**src/thpr_pkg.sv**
```systemverilog
// Shared constants and types for the tunnel header parser and pipe router
package thpr_pkg;
  localparam int HDR_FIXED_BYTES = 12;
  localparam int HDR_TS_BYTES = 4;
  localparam int POS_ADDR = 0;
  localparam int POS_PORT = 4;
  localparam int POS_LEN = 6;
  localparam int POS_GROUP = 8;
  localparam int POS_KIND = 10;
  localparam int POS_FLAGS = 11;
  localparam int FLAG_RAP_BIT = 7;
  localparam int FLAG_TLIM_BIT = 6;
  localparam logic [7:0] KIND_SIG_LO = 8'h01;
  localparam logic [7:0] KIND_SIG_HI = 8'h05;
  localparam logic [7:0] KIND_SIG_TOP = 8'h0F;
  localparam logic [1:0] MEMB_NONE = 2'h0;
  localparam logic [1:0] MEMB_V2 = 2'h2;
  localparam logic [1:0] MEMB_V3 = 2'h3;
  localparam logic [15:0] PIPE_RESET = 16'h0000;
  typedef enum logic [1:0] {
    ST_HDR = 2'b00,
    ST_TS = 2'b01,
    ST_BODY = 2'b10
  } thpr_state_type;
endpackage

```
**src/thpr_map_entry.sv**
```systemverilog
// One mapping table slot with address, port and pipe, plus a match flag
`timescale 1ns/1ps
module thpr_map_entry
  import thpr_pkg::*;
(
  input wire logic clk,
  input wire logic rst,
  input wire logic wr,
  input wire logic clr,
  input wire logic [31:0] wr_ip,
  input wire logic [15:0] wr_port,
  input wire logic [15:0] wr_pipe,
  input wire logic [31:0] q_ip,
  input wire logic [15:0] q_port,
  output logic hit,
  output logic [15:0] pipe
);
  logic valid_r;
  logic [31:0] ip_r;
  logic [15:0] port_r;
  logic [15:0] pipe_r;

  always_ff @(posedge clk) begin
    if (rst || clr) begin
      valid_r <= 1'b0;
    end else if (wr) begin
      valid_r <= 1'b1;
    end
  end

  always_ff @(posedge clk) begin
    if (rst) begin
      ip_r <= 32'h0;
      port_r <= 16'h0;
      pipe_r <= PIPE_RESET;
    end else if (wr) begin
      ip_r <= wr_ip;
      port_r <= wr_port;
      pipe_r <= wr_pipe;
    end
  end

  assign hit = valid_r && (ip_r == q_ip) && (port_r == q_port);
  assign pipe = pipe_r;
endmodule // thpr_map_entry

```
**src/thpr_hdr_shift.sv**
```systemverilog
// Byte-wide capture of the fixed header into a wide register
`timescale 1ns/1ps
module thpr_hdr_shift
  import thpr_pkg::*;
(
  input wire logic clk,
  input wire logic rst,
  input wire logic load,
  input wire logic [7:0] din,
  output logic [8*HDR_FIXED_BYTES-1:0] hdr
);
  logic [8*HDR_FIXED_BYTES-1:0] hdr_r;

  // Most significant byte first, so the first byte ends at the top
  always_ff @(posedge clk) begin
    if (rst) begin
      hdr_r <= '0;
    end else if (load) begin
      hdr_r <= {hdr_r[8*HDR_FIXED_BYTES-9:0], din};
    end
  end

  assign hdr = hdr_r;
endmodule // thpr_hdr_shift

```
**src/thpr_router.sv**
```systemverilog
// Tunnel information header parser and pipe router
//
// Overview of operation
// Sender puts one information header before each inner packet start.
// First header field: 32-bit destination address, MSB first.
// Next field: 16-bit destination port of the following packet.
// Then 16-bit total inner packet length in bytes.
// Remaining length is tracked across tunnel payload boundaries.
// Group field is a group id for signaling kinds, else service id.
// Two wakeup bits meaningful for kinds 1..5, else zero.
// Four zero bits follow; 32-bit timestamp only if time-limit set.
// Header address and port are compared with each mapping entry.
// A matching packet goes to that entry's pipe.
// No match sends the packet to the tunnel's default pipe.
// An empty table sends every packet to the default pipe.
// Tunnel identified by destination address and port, any cast.
// Membership version 2 or 3, or none when unset.
// Version 3 needs a configured tunnel source address.
// Primary lost: join backup by its source address with version 3.
// Headers are stripped and never reach the output stream.
// Each inner stream has a unique address and port, one pipe.
// Routing uses header fields only; packet body stays opaque.
// Sender copies the inner destination address into the header.
// Service id comes from the service list definition.
// Payload kind is an 8-bit value describing the next packet.
// Wakeup bits are read only for signaling kinds 1 to 5.
// Mapping table is loaded before traffic, plus a default pipe.
// Random-access bit then time-limit bit follow the kind byte.
`timescale 1ns/1ps
module thpr_router
  import thpr_pkg::*;
#(
  parameter int ENTRIES = 8
)
(
  input wire logic MCLK,
  input wire logic RESET,
  input wire logic [31:0] CFG_DEST_IP,
  input wire logic [15:0] CFG_DEST_UDP_PORT,
  input wire logic [31:0] CFG_SOURCE_IP,
  input wire logic [31:0] CFG_BACKUP_SOURCE_IP,
  input wire logic CFG_BACKUP_VALID,
  input wire logic [1:0] CFG_MEMB_VERSION,
  input wire logic [15:0] CFG_DEFAULT_PIPE,
  input wire logic MAP_WR,
  input wire logic MAP_CLEAR,
  input wire logic [$clog2(ENTRIES)-1:0] MAP_IDX,
  input wire logic [31:0] MAP_DEST_IP,
  input wire logic [15:0] MAP_DEST_PORT,
  input wire logic [15:0] MAP_PIPE,
  input wire logic PRIMARY_UP,
  input wire logic TUN_VALID,
  input wire logic [31:0] TUN_DEST_IP,
  input wire logic [15:0] TUN_DEST_PORT,
  input wire logic [7:0] TUN_DATA,
  output logic OUT_VALID,
  output logic [7:0] OUT_DATA,
  output logic OUT_SOP,
  output logic OUT_EOP,
  output logic [15:0] OUT_PIPE,
  output logic [15:0] OUT_GROUP,
  output logic OUT_GROUP_IS_SIG,
  output logic [7:0] OUT_KIND,
  output logic OUT_RAP,
  output logic [1:0] OUT_WAKEUP,
  output logic [31:0] OUT_TIMESTAMP,
  output logic OUT_TS_VALID,
  output logic HDR_ERROR,
  output logic JOIN_EN,
  output logic [1:0] JOIN_VERSION,
  output logic [31:0] JOIN_SOURCE_IP,
  output logic JOIN_USE_SOURCE,
  output logic JOIN_BACKUP,
  output logic CFG_ERROR
);
  localparam int IW = $clog2(ENTRIES);
  localparam int CW = $clog2(HDR_FIXED_BYTES + 1);

  thpr_state_type state_r, state_nxt;
  logic [CW-1:0] cnt_r;
  logic [15:0] remain_r, out_len_r;
  logic [31:0] ts_r;
  logic [8*HDR_FIXED_BYTES-1:0] hdr;
  logic [ENTRIES-1:0] hit;
  logic [15:0] pipe_of [ENTRIES];
  logic [15:0] route_pipe;
  logic out_valid_r, out_sop_r, out_eop_r, ts_valid_r, hdr_err_r;
  logic [7:0] out_data_r;
  logic [15:0] out_pipe_r, out_group_r;
  logic out_sig_r, out_rap_r;
  logic [7:0] out_kind_r;
  logic [1:0] out_wake_r;
  logic [31:0] out_ts_r;
  logic join_en_r, join_src_r, join_bk_r, cfg_err_r;
  logic [1:0] join_ver_r;
  logic [31:0] join_ip_r;

  // Tunnel filter: only bytes of the configured tunnel are parsed
  wire tun_hit = TUN_VALID && (TUN_DEST_IP == CFG_DEST_IP)
    && (TUN_DEST_PORT == CFG_DEST_UDP_PORT);
  wire in_hdr = tun_hit && (state_r == ST_HDR);
  wire in_ts = tun_hit && (state_r == ST_TS);
  wire in_body = tun_hit && (state_r == ST_BODY);
  wire hdr_last = in_hdr && (cnt_r == CW'(HDR_FIXED_BYTES - 1));
  wire ts_last = in_ts && (cnt_r == CW'(HDR_TS_BYTES - 1));
  wire body_last = in_body && (remain_r == 16'h1);

  // Header view including the byte arriving this cycle
  wire [8*HDR_FIXED_BYTES-1:0] hv = {hdr[8*HDR_FIXED_BYTES-9:0], TUN_DATA};
  wire [31:0] h_ip = hv[8*(HDR_FIXED_BYTES-POS_ADDR)-1 -: 32];
  wire [15:0] h_port = hv[8*(HDR_FIXED_BYTES-POS_PORT)-1 -: 16];
  wire [15:0] h_len = hv[8*(HDR_FIXED_BYTES-POS_LEN)-1 -: 16];
  wire [15:0] h_group = hv[8*(HDR_FIXED_BYTES-POS_GROUP)-1 -: 16];
  wire [7:0] h_kind = hv[8*(HDR_FIXED_BYTES-POS_KIND)-1 -: 8];
  wire [7:0] h_flags = hv[8*(HDR_FIXED_BYTES-POS_FLAGS)-1 -: 8];
  wire h_rap = h_flags[FLAG_RAP_BIT];
  wire h_tlim = h_flags[FLAG_TLIM_BIT];
  wire h_sig = (h_kind >= KIND_SIG_LO) && (h_kind <= KIND_SIG_TOP);
  wire h_wk_kind = (h_kind >= KIND_SIG_LO) && (h_kind <= KIND_SIG_HI);
  // Reserved bits must be zero; wakeup bits reserved outside kinds 1..5
  wire h_bad = (h_flags[3:0] != 4'h0)
    || (!h_wk_kind && (h_flags[5:4] != 2'h0))
    || (h_len == 16'h0);

  thpr_hdr_shift u_shift (
    .clk(MCLK),
    .rst(RESET),
    .load(in_hdr),
    .din(TUN_DATA),
    .hdr(hdr)
  );

  for (genvar gi = 0; gi < ENTRIES; gi++) begin : g_map
    thpr_map_entry u_ent (
      .clk(MCLK),
      .rst(RESET),
      .wr(MAP_WR && (MAP_IDX == IW'(gi))),
      .clr(MAP_CLEAR),
      .wr_ip(MAP_DEST_IP),
      .wr_port(MAP_DEST_PORT),
      .wr_pipe(MAP_PIPE),
      .q_ip(h_ip),
      .q_port(h_port),
      .hit(hit[gi]),
      .pipe(pipe_of[gi])
    );
  end

  // Lowest matching index wins; unique addresses make ties unlikely
  always_comb begin
    route_pipe = CFG_DEFAULT_PIPE;
    for (int i = ENTRIES - 1; i >= 0; i--) begin
      if (hit[i]) begin
        route_pipe = pipe_of[i];
      end
    end
  end

  always_comb begin
    state_nxt = state_r;
    case (state_r)
      ST_HDR: begin
        if (hdr_last && !h_bad) begin
          state_nxt = h_tlim ? ST_TS : ST_BODY;
        end
      end
      ST_TS: begin
        if (ts_last) begin
          state_nxt = ST_BODY;
        end
      end
      ST_BODY: begin
        if (body_last) begin
          state_nxt = ST_HDR;
        end
      end
      default: state_nxt = ST_HDR;
    endcase
  end

  // Byte counter restarts at every header and timestamp end
  always_ff @(posedge MCLK) begin
    if (RESET) begin
      state_r <= ST_HDR;
      cnt_r <= '0;
    end else begin
      state_r <= state_nxt;
      cnt_r <= (hdr_last || ts_last) ? '0 : cnt_r + CW'(in_hdr || in_ts);
    end
  end

  // Remaining count persists while no tunnel bytes arrive
  always_ff @(posedge MCLK) begin
    if (RESET) begin
      remain_r <= 16'h0;
      out_len_r <= 16'h0;
    end else if (hdr_last) begin
      remain_r <= h_len;
      out_len_r <= h_len;
    end else if (in_body) begin
      remain_r <= remain_r - 16'h1;
    end
  end

  always_ff @(posedge MCLK) begin
    if (RESET) begin
      ts_r <= 32'h0;
    end else if (in_ts) begin
      ts_r <= {ts_r[23:0], TUN_DATA};
    end
  end

  // Per-packet routing attributes, latched at header end
  always_ff @(posedge MCLK) begin
    if (RESET) begin
      out_pipe_r <= PIPE_RESET;
      out_group_r <= 16'h0;
      out_sig_r <= 1'b0;
      out_kind_r <= 8'h0;
      out_rap_r <= 1'b0;
      out_wake_r <= 2'h0;
    end else if (hdr_last && !h_bad) begin
      out_pipe_r <= route_pipe;
      out_group_r <= h_group;
      out_sig_r <= h_sig;
      out_kind_r <= h_kind;
      out_rap_r <= h_rap;
      out_wake_r <= h_wk_kind ? h_flags[5:4] : 2'h0;
    end
  end

  always_ff @(posedge MCLK) begin
    if (RESET) begin
      out_ts_r <= 32'h0;
      ts_valid_r <= 1'b0;
    end else if (hdr_last && !h_bad) begin
      ts_valid_r <= 1'b0;
    end else if (ts_last) begin
      out_ts_r <= {ts_r[23:0], TUN_DATA};
      ts_valid_r <= 1'b1;
    end
  end

  // Only body bytes are forwarded; header bytes never leave
  always_ff @(posedge MCLK) begin
    if (RESET) begin
      out_valid_r <= 1'b0;
      out_data_r <= 8'h0;
      out_sop_r <= 1'b0;
      out_eop_r <= 1'b0;
      hdr_err_r <= 1'b0;
    end else begin
      out_valid_r <= in_body;
      out_data_r <= in_body ? TUN_DATA : 8'h0;
      out_sop_r <= in_body && (remain_r == out_len_r);
      out_eop_r <= body_last;
      hdr_err_r <= hdr_last && h_bad;
    end
  end

  // Membership join control; backup only meaningful with source filtering
  wire use_bk = !PRIMARY_UP && CFG_BACKUP_VALID;
  wire memb_on = (CFG_MEMB_VERSION == MEMB_V2)
    || (CFG_MEMB_VERSION == MEMB_V3);
  always_ff @(posedge MCLK) begin
    if (RESET) begin
      join_en_r <= 1'b0;
      join_ver_r <= MEMB_NONE;
      join_ip_r <= 32'h0;
      join_src_r <= 1'b0;
      join_bk_r <= 1'b0;
      cfg_err_r <= 1'b0;
    end else begin
      join_en_r <= memb_on || use_bk;
      join_ver_r <= use_bk ? MEMB_V3 : (memb_on ? CFG_MEMB_VERSION
        : MEMB_NONE);
      join_ip_r <= use_bk ? CFG_BACKUP_SOURCE_IP : CFG_SOURCE_IP;
      join_src_r <= use_bk || (CFG_MEMB_VERSION == MEMB_V3);
      join_bk_r <= use_bk;
      cfg_err_r <= (CFG_MEMB_VERSION == MEMB_V3)
        && (CFG_SOURCE_IP == 32'h0);
    end
  end

  assign OUT_VALID = out_valid_r;
  assign OUT_DATA = out_data_r;
  assign OUT_SOP = out_sop_r;
  assign OUT_EOP = out_eop_r;
  assign OUT_PIPE = out_pipe_r;
  assign OUT_GROUP = out_group_r;
  assign OUT_GROUP_IS_SIG = out_sig_r;
  assign OUT_KIND = out_kind_r;
  assign OUT_RAP = out_rap_r;
  assign OUT_WAKEUP = out_wake_r;
  assign OUT_TIMESTAMP = out_ts_r;
  assign OUT_TS_VALID = ts_valid_r;
  assign HDR_ERROR = hdr_err_r;
  assign JOIN_EN = join_en_r;
  assign JOIN_VERSION = join_ver_r;
  assign JOIN_SOURCE_IP = join_ip_r;
  assign JOIN_USE_SOURCE = join_src_r;
  assign JOIN_BACKUP = join_bk_r;
  assign CFG_ERROR = cfg_err_r;
endmodule // thpr_router

```
**config.mk**
```make
export PLATFORM = sky130hd
export DESIGN_NAME = thpr_router
export DESIGN_NICKNAME = d
export VERILOG_FILES = /design/src/thpr_pkg.sv /design/src/thpr_map_entry.sv /design/src/thpr_hdr_shift.sv /design/src/thpr_router.sv
export SDC_FILE = /design/constraint.sdc
export NUM_CORES = 2
export LEC_CHECK = 0
export BUFFER_PORTS_ARGS = -buffer_cell sky130_fd_sc_hd__clkbuf_2
export CAP_MARGIN = 20
export CORE_UTILIZATION = 60
export DETAILED_ROUTE_END_ITERATION = 8
export PLACE_DENSITY = 0.81
export SYNTH_ARGS = -nofsm -noshare
export SYNTH_HDL_FRONTEND = slang
export SYNTH_SLANG_ARGS = --single-unit
export TNS_END_PERCENT = 1
```
**constraint.sdc**
```tcl
create_clock -name MCLK -period 5.72 [get_ports MCLK]
set_clock_uncertainty 0.1 [all_clocks]
set_input_delay 0 -clock MCLK [delete_from_list [all_inputs] [get_ports MCLK]]
set_output_delay 0 -clock MCLK [all_outputs]
set_load 0.005 [all_outputs]
```
Yosys cells after proc, flatten, opt, wreduce, memory -nomap -nowiden
Index checks and enable logic that the tools add are counted.
{ "op_classes": {"add_sub_neg": 2, "n_bitwise": 2, "n_reduce_logical": 63, "n_lt_le_gt_ge": 3, "mux": 19, "eq_ne": 36} }
{ "op_table": {"columns": ["cell", "count"], "rows": [
  ["32-bit equality test", 9],
  ["16-bit equality test", 10],
  ["16-bit 2-to-1 mux", 10],
  ["1-bit logical AND", 40],
  ["32-bit logical NOT", 1],
  ["32-bit 2-to-1 mux", 1],
  ["16-bit by 1-bit equality test with 1-bit output (second input constant)", 1],
  ["16-bit logical NOT", 1],
  ["16-bit by 1-bit subtractor with 16-bit output (second input constant)", 1],
  ["2-bit 2-to-1 mux", 7],
  ["3-bit equality test (second input constant)", 4],
  ["8-bit by 1-bit >= comparator with 1-bit output (second input constant)", 1],
  ["8-bit by 3-bit <= comparator with 1-bit output (second input constant)", 1],
  ["8-bit by 4-bit <= comparator with 1-bit output (second input constant)", 1],
  ["1-bit logical OR", 8],
  ["2-bit equality test (second input constant)", 3],
  ["3-bit by 2-bit equality test with 1-bit output (second input constant)", 2],
  ["2-bit case mux with 3 select lines", 1],
  ["2-bit OR reduction", 3],
  ["4-bit by 1-bit adder with 4-bit output", 1],
  ["4-bit by 2-bit equality test with 1-bit output (second input constant)", 1],
  ["4-bit equality test (second input constant)", 1],
  ["2-bit != test (second input constant)", 2],
  ["2-bit nonzero test", 2],
  ["other kinds (10)", 13]
]} }
{ "totals": {"input_bits": 260, "word_cells": 182, "out_inout_bits": 127, "register_bits": 797} }

Longest topological paths before layout
{ "logic_depth": {"word_depth": 11, "depth_mapped": 11, "depth_no_buf": 9} }

By module
From an unflattened synthesis, not the netlist that was laid out.
{ "unflattened": {"cells_unflattened": 3704, "hier_area_um2": 35257.6} }
{ "by_module_without_submodules": {"columns": ["module", "cells_per_inst", "seq_area_each_um2", "instances", "area_each_um2"], "rows": [
  ["thpr_map_entry", 275, 1301.2, 8, 2788.9],
  ["thpr_router", 1194, 3763.6, 1, 9516.6],
  ["thpr_hdr_shift", 310, 1921.8, 1, 3429.5]
]} }

Worst setup path before layout
Ideal clock, no wire load.
{ "synth_timing": {"kind": "reg2reg", "startpoint": "register u_shift.hdr_r[4], in the netlist u_shift.hdr[4]", "endpoint": "register out_pipe_r[10], in the netlist OUT_PIPE[10]", "path_buffers": 3, "arrival_ns": 3.097, "path_slack_ns": 2.439, "stages_incl_launch_ff": 11, "cell_sequence": "dfxtp_1 or4_4 a2111oi_2 o211a_1 inv_2 or4_4 buf_6 or4b_4 buf_6 buf_6 o31ai_2"} }
{ "synth_between": {"elab_chain_cells": 8} }
{ "synth_lines": {"columns": ["element", "line", "text"], "rows": [
  ["start: declaration", "thpr_hdr_shift.sv:12", "logic [8*HDR_FIXED_BYTES-1:0] hdr_r;"],
  ["start signal: assignment", "thpr_hdr_shift.sv:19", "hdr_r <= {hdr_r[8*HDR_FIXED_BYTES-9:0], din};"],
  ["8-bit by 1-bit >= comparator with 1-bit output / 8-bit by 3-bit <= comparator with 1-bit output (equally long branches)", "thpr_router.sv:119", "wire h_wk_kind = (h_kind >= KIND_SIG_LO) && (h_kind <= KIND_SIG_HI);"],
  ["1-bit logical AND (*)", "thpr_router.sv:119", null],
  ["1-bit logical NOT (*)", "thpr_router.sv:122", "|| (!h_wk_kind && (h_flags[5:4] != 2'h0))"],
  ["1-bit logical AND (*)", "thpr_router.sv:122", null],
  ["1-bit logical OR (*)", "thpr_router.sv:122", null],
  ["1-bit logical OR (*)", "thpr_router.sv:123", "|| (h_len == 16'h0);"],
  ["1-bit logical NOT (*)", "thpr_router.sv:222", "end else if (hdr_last && !h_bad) begin"],
  ["1-bit logical AND (*)", "thpr_router.sv:222", null],
  ["end signal: assignment", "thpr_router.sv:223", "out_pipe_r <= route_pipe;"],
  ["end: declaration", "thpr_router.sv:89", "logic [15:0] out_pipe_r, out_group_r;"]
]} }
Mark *: on every way between the ends. The rest lies on a longest branch, timed or not.
A chain may end at the register's enable or synchronous reset.

Worst setup path in the final report
{ "layout_timing": {"startpoint": "register u_shift.hdr_r[52], in the netlist u_shift.hdr[52]", "endpoint": "register out_pipe_r[14], in the netlist OUT_PIPE[14]"} }
{ "layout_between": {"elab_chain_cells": 10} }
{ "layout_lines": {"columns": ["element", "line", "text"], "rows": [
  ["16-bit equality test", "thpr_map_entry.sv:43", "assign hit = valid_r && (ip_r == q_ip) && (port_r == q_port);"],
  ["1-bit logical AND", "thpr_map_entry.sv:43", null],
  ["16-bit 2-to-1 mux (7 in a row)", "thpr_router.sv:153", "if (hit[i]) begin"],
  ["16-bit 2-to-1 mux (*)", "thpr_router.sv:153", null]
]} }
Marks and branches as above.

==> impl_metrics.sql <==
INSERT INTO impl_metrics (metric_group, metric, value, unit) VALUES
('timing', 'timing_hold_violations_final', '0', ''),
('place', 'port-buffer-count', '386', ''),
('yosys', 'synth_adder_area_share', '0.145', '%'),
('worst_setup_path', 'crit_path_end_kind', 'flip-flop', ''),
('timing', 'fmaxAchievable', '228', 'MHz'),
('global_routing', 'global_route_wire_length_before_repair', '195000', 'um'),
('yosys', 'synth.yosys.warnings', '0', ''),
('timing', 'drv_slew', '0', ''),
('clock_tree', 'clockRootBuffer', 'sky130_fd_sc_hd__clkbuf_16', ''),
('worst_setup_path', 'worstPathCellList', 'xnor2_1 > nand4_1 > nor3_1 > nand4_1 > nor2_1 > nor2_1 > a21oi_1 > o31ai_2', ''),
('die', 'floorplan.initialDensity', '61.0', '%'),
('yosys', 'synth_area', '34600', 'um^2'),
('worst_setup_path', 'timing.critical_path.slowest_cell_delay', '1050', 'ps'),
('timing', 'setup_tns', '0', 'ps'),
('place', 'dpl.hpwl', '80500', 'um'),
('clock_tree', 'clock_latency', '650', 'ps'),
('hold_path', 'holdCritStartpoint', 'CFG_SOURCE_IP[22]', ''),
('final_layout', 'post_route_cells_drive_above_1_share', '12.5', '%'),
('detailed_routing', 'route.detailed.vias_per_inst', '6.16', ''),
('final_layout', 'multi_input_comb_area', '16900', 'um^2'),
('worst_setup_path', 'cp_data_required_time', '6150', 'ps'),
('clock_tree', 'cts.sinks', '796', ''),
('clock_tree', 'clk_transition_reported_paths', '70', 'ps'),
('global_routing', 'grt_start_max_net_pins', '208', ''),
('die', 'die-width', '242', 'um'),
('worst_setup_path', 'crit_path_top_delay_cell', 'sky130_fd_sc_hd__nand4_1', ''),
('timing', 'final_setup_vio_count', '0', ''),
('detailed_routing', 'first_iter_violations', '5495', ''),
('yosys', 'async_reset_ff_share', '0', '%'),
('worst_setup_path', 'worstRegToRegCells', '8', ''),
('power_and_ir_drop', 'p_leak', '15.4', 'nW'),
('power_and_ir_drop', 'power.total', '12.2', 'mW'),
('clock_tree', 'tritoncts', 'done', ''),
('final_layout', 'seq_area', '15900', 'um^2'),
('detailed_routing', 'route.detailed.drc', '0', ''),
('worst_setup_path', 'cp.buffers_inverters', '0', ''),
('place', 'place.gp.congestion', '1.03', ''),
('timing', 'max_slew.worst_pin.slew', '1150', 'ps'),
('worst_setup_path', 'regToRegEndpoint', 'OUT_PIPE[14]', ''),
('hold_path', 'hold_path_end', 'JOIN_SOURCE_IP[22]', ''),
('power_and_ir_drop', 'power.ir.vdd_worst', '308', 'uV'),
('yosys', 'synth_top_cells_by_area', 'sky130_fd_sc_hd__dfxtp_1, sky130_fd_sc_hd__nand2_1, sky130_fd_sc_hd__a21oi_1', ''),
('yosys', 'muxShareOfSynthArea', '1.16', '%'),
('timing', 'final.hold.worst_slack', '44.8', 'ps'),
('yosys', 'yosysSeqAreaShare', '46.1', '%'),
('yosys', 'synth-xor-area-share', '10.8', '%'),
('yosys', 'ys_dominant_reg_cell', 'sky130_fd_sc_hd__dfxtp_1', ''),
('detailed_routing', 'routed-via-count', '34500', ''),
('clock_tree', 'clock_tree.htree_level_count', '3', ''),
('die', 'die-height', '242', 'um'),
('die', 'design.die.area', '58600', 'um^2'),
('final_layout', 'area_delta_synth_final', '18.8', '%'),
('yosys', 'portion_of_synthesized_cell_area_occupied_by_the_leading_cell_type', '46.1', '%'),
('global_routing', 'gr-total-overflow', '0', ''),
('yosys', 'synth_edf_count', '0', ''),
('worst_setup_path', 'path_class', 'reg -> reg', ''),
('place', 'place_area', '36300', 'um^2'),
('run_status', 'status', 'completed', ''),
('yosys', 'synth_compound_area_share', '14.1', '%'),
('detailed_routing', 'final_antenna_net_count', '0', ''),
('final_layout', 'final_instance_count_without_filler_cells', '5598', ''),
('yosys', 'synthSimpleGateAreaFrac', '22.5', '%'),
('final_layout', 'final_cell_area_excluding_filler_cells', '41100', 'um^2'),
('global_routing', 'antenna_found_initial', '8', ''),
('clock_tree', 'cts_max_path_buffers', '3', ''),
('final_layout', 'postLayoutCoreUtil', '72.5', '%'),
('hold_path', 'hold_path.class', 'in -> reg', ''),
('timing', 'portion_of_the_clock_cycle_consumed_by_the_worst_path_in_the_final_layout', '76.6', '%'),
('worst_setup_path', 'critPathTopFamily', 'simple AND/OR/NAND/NOR gates', ''),
('yosys', 'synthDominantAreaCellType', 'sky130_fd_sc_hd__dfxtp_1', ''),
('power_and_ir_drop', 'power_per_cell_area', '296', 'nW/um^2');
==> flip-flops by register name, summed over array words and instances, names as in the netlist, 4 cells and up <==
signal               cells
g_map.u_ent.ip_r       256
g_map.u_ent.pipe       128
g_map.u_ent.port_r     128
u_shift.hdr             88
JOIN_SOURCE_IP          32
OUT_TIMESTAMP           32
ts_r                    24
OUT_GROUP               16
OUT_PIPE                16
out_len_r               16
remain_r                16
OUT_DATA                 8
OUT_KIND                 8
g_map.u_ent.valid_r      8
cnt_r                    4
==> worst register-to-register path, stage by stage (launching register included) <==
cell	delay (ps)
sky130_fd_sc_hd__dfxtp_1	490
sky130_fd_sc_hd__xnor2_1	730
sky130_fd_sc_hd__nand4_1	160
sky130_fd_sc_hd__nor3_1	810
sky130_fd_sc_hd__nand4_1	1050
sky130_fd_sc_hd__nor2_1	550
sky130_fd_sc_hd__nor2_1	80
sky130_fd_sc_hd__a21oi_1	190
sky130_fd_sc_hd__o31ai_2	90
==> cells in the final DEF, fill, tap and decap left out, types with 6 or more instances in the layout <==
cell type / instances
sky130_fd_sc_hd__nor2_1: 105
sky130_fd_sc_hd__nand2b_1: 9
sky130_fd_sc_hd__dfxtp_1: 796
sky130_fd_sc_hd__o21ai_0: 12
sky130_fd_sc_hd__a21oi_1: 750
sky130_fd_sc_hd__o31ai_1: 6
sky130_fd_sc_hd__nor2b_1: 18
sky130_fd_sc_hd__or3_1: 21
sky130_fd_sc_hd__inv_1: 41
sky130_fd_sc_hd__o221ai_1: 18
sky130_fd_sc_hd__clkbuf_16: 79
sky130_fd_sc_hd__clkbuf_1: 17
sky130_fd_sc_hd__dlygate4sd3_1: 198
sky130_fd_sc_hd__nand4_1: 92
sky130_fd_sc_hd__nand2_1: 1450
sky130_fd_sc_hd__nand3_1: 20
sky130_fd_sc_hd__o21a_1: 10
sky130_fd_sc_hd__nor3_1: 25
sky130_fd_sc_hd__clkinv_2: 15
sky130_fd_sc_hd__buf_4: 40
sky130_fd_sc_hd__a221o_1: 16
sky130_fd_sc_hd__a31oi_1: 11
sky130_fd_sc_hd__a41oi_1: 16
sky130_fd_sc_hd__clkbuf_8: 16
sky130_fd_sc_hd__nor4_1: 58
sky130_fd_sc_hd__o31ai_2: 10
sky130_fd_sc_hd__nor2_4: 6
sky130_fd_sc_hd__xnor2_1: 311
sky130_fd_sc_hd__and3_1: 26
sky130_fd_sc_hd__bufinv_16: 9
sky130_fd_sc_hd__xor2_1: 115
sky130_fd_sc_hd__clkbuf_2: 385
sky130_fd_sc_hd__mux2i_1: 40
==> repair_timing <==
| action | 4_1_cts | 5_1_grt |
|---|---|---|
| resized for setup | 0 | 0 |
| endpoints found under the hold margin | 623 | 0 |
| buffers inserted | 0 | 0 |
| hold buffers | 198 | 0 |
==> logic make-up (layout without fill, tap and decap cells) <==
group,count (synthesis),count (layout)
xor gates and xnor gates,426,426
other,0,4
muxes,40,40
buffers and inverters,429,819
AOI/OAI and AO/OA,882,882
and+or+nand+nor,1871,1871
DFF,796,796
adders and majority gates,4,4
==> per-layer routing <==
metal / GRT usage, % / routed length (um)
met1: 55.1 / 47400
met4: 25.9 / 8890
met3: 12.0 / 17300
met5: 0 / 55
met2: 65.1 / 56800
==> worst max-delay path by stage <==
stage               startpoint           end  slack (ps)  depth (start not counted)
2_1_floorplan   u_shift.hdr[4]  OUT_PIPE[10]        2440                         10
3_3_place_gp   u_shift.hdr[78]  OUT_PIPE[15]        1570                          8
3_5_place_dp   TUN_DEST_IP[28]    state_r[0]        1750                          9
4_1_cts        u_shift.hdr[41]  OUT_PIPE[15]        1830                          9
5_1_grt        u_shift.hdr[52]  OUT_PIPE[15]        1430                          8
6_report       u_shift.hdr[52]  OUT_PIPE[14]        1340                          8
==> power breakdown <==
| group | internal, mW | switching (mW) |
|---|---|---|
| Sequential | 5.64 | 0.0663 |
| Combinational | 0.335 | 0.605 |
| Clock | 3.20 | 2.33 |
| Total | 9.17 | 3.01 |
==> cell type report <==
class	instances	share of cell area, %
Multi-Input combinational cell	3223	41.2
Clock inverter	32	1.20
Antenna cell	4	0.0244
Timing Repair Buffer	632	10.6
Clock buffer	112	5.50
Inverter	43	0.393
Sequential cell	796	38.8
Tap cell	756	2.30
No activity file was read; power rests on OpenSTA's default activity.
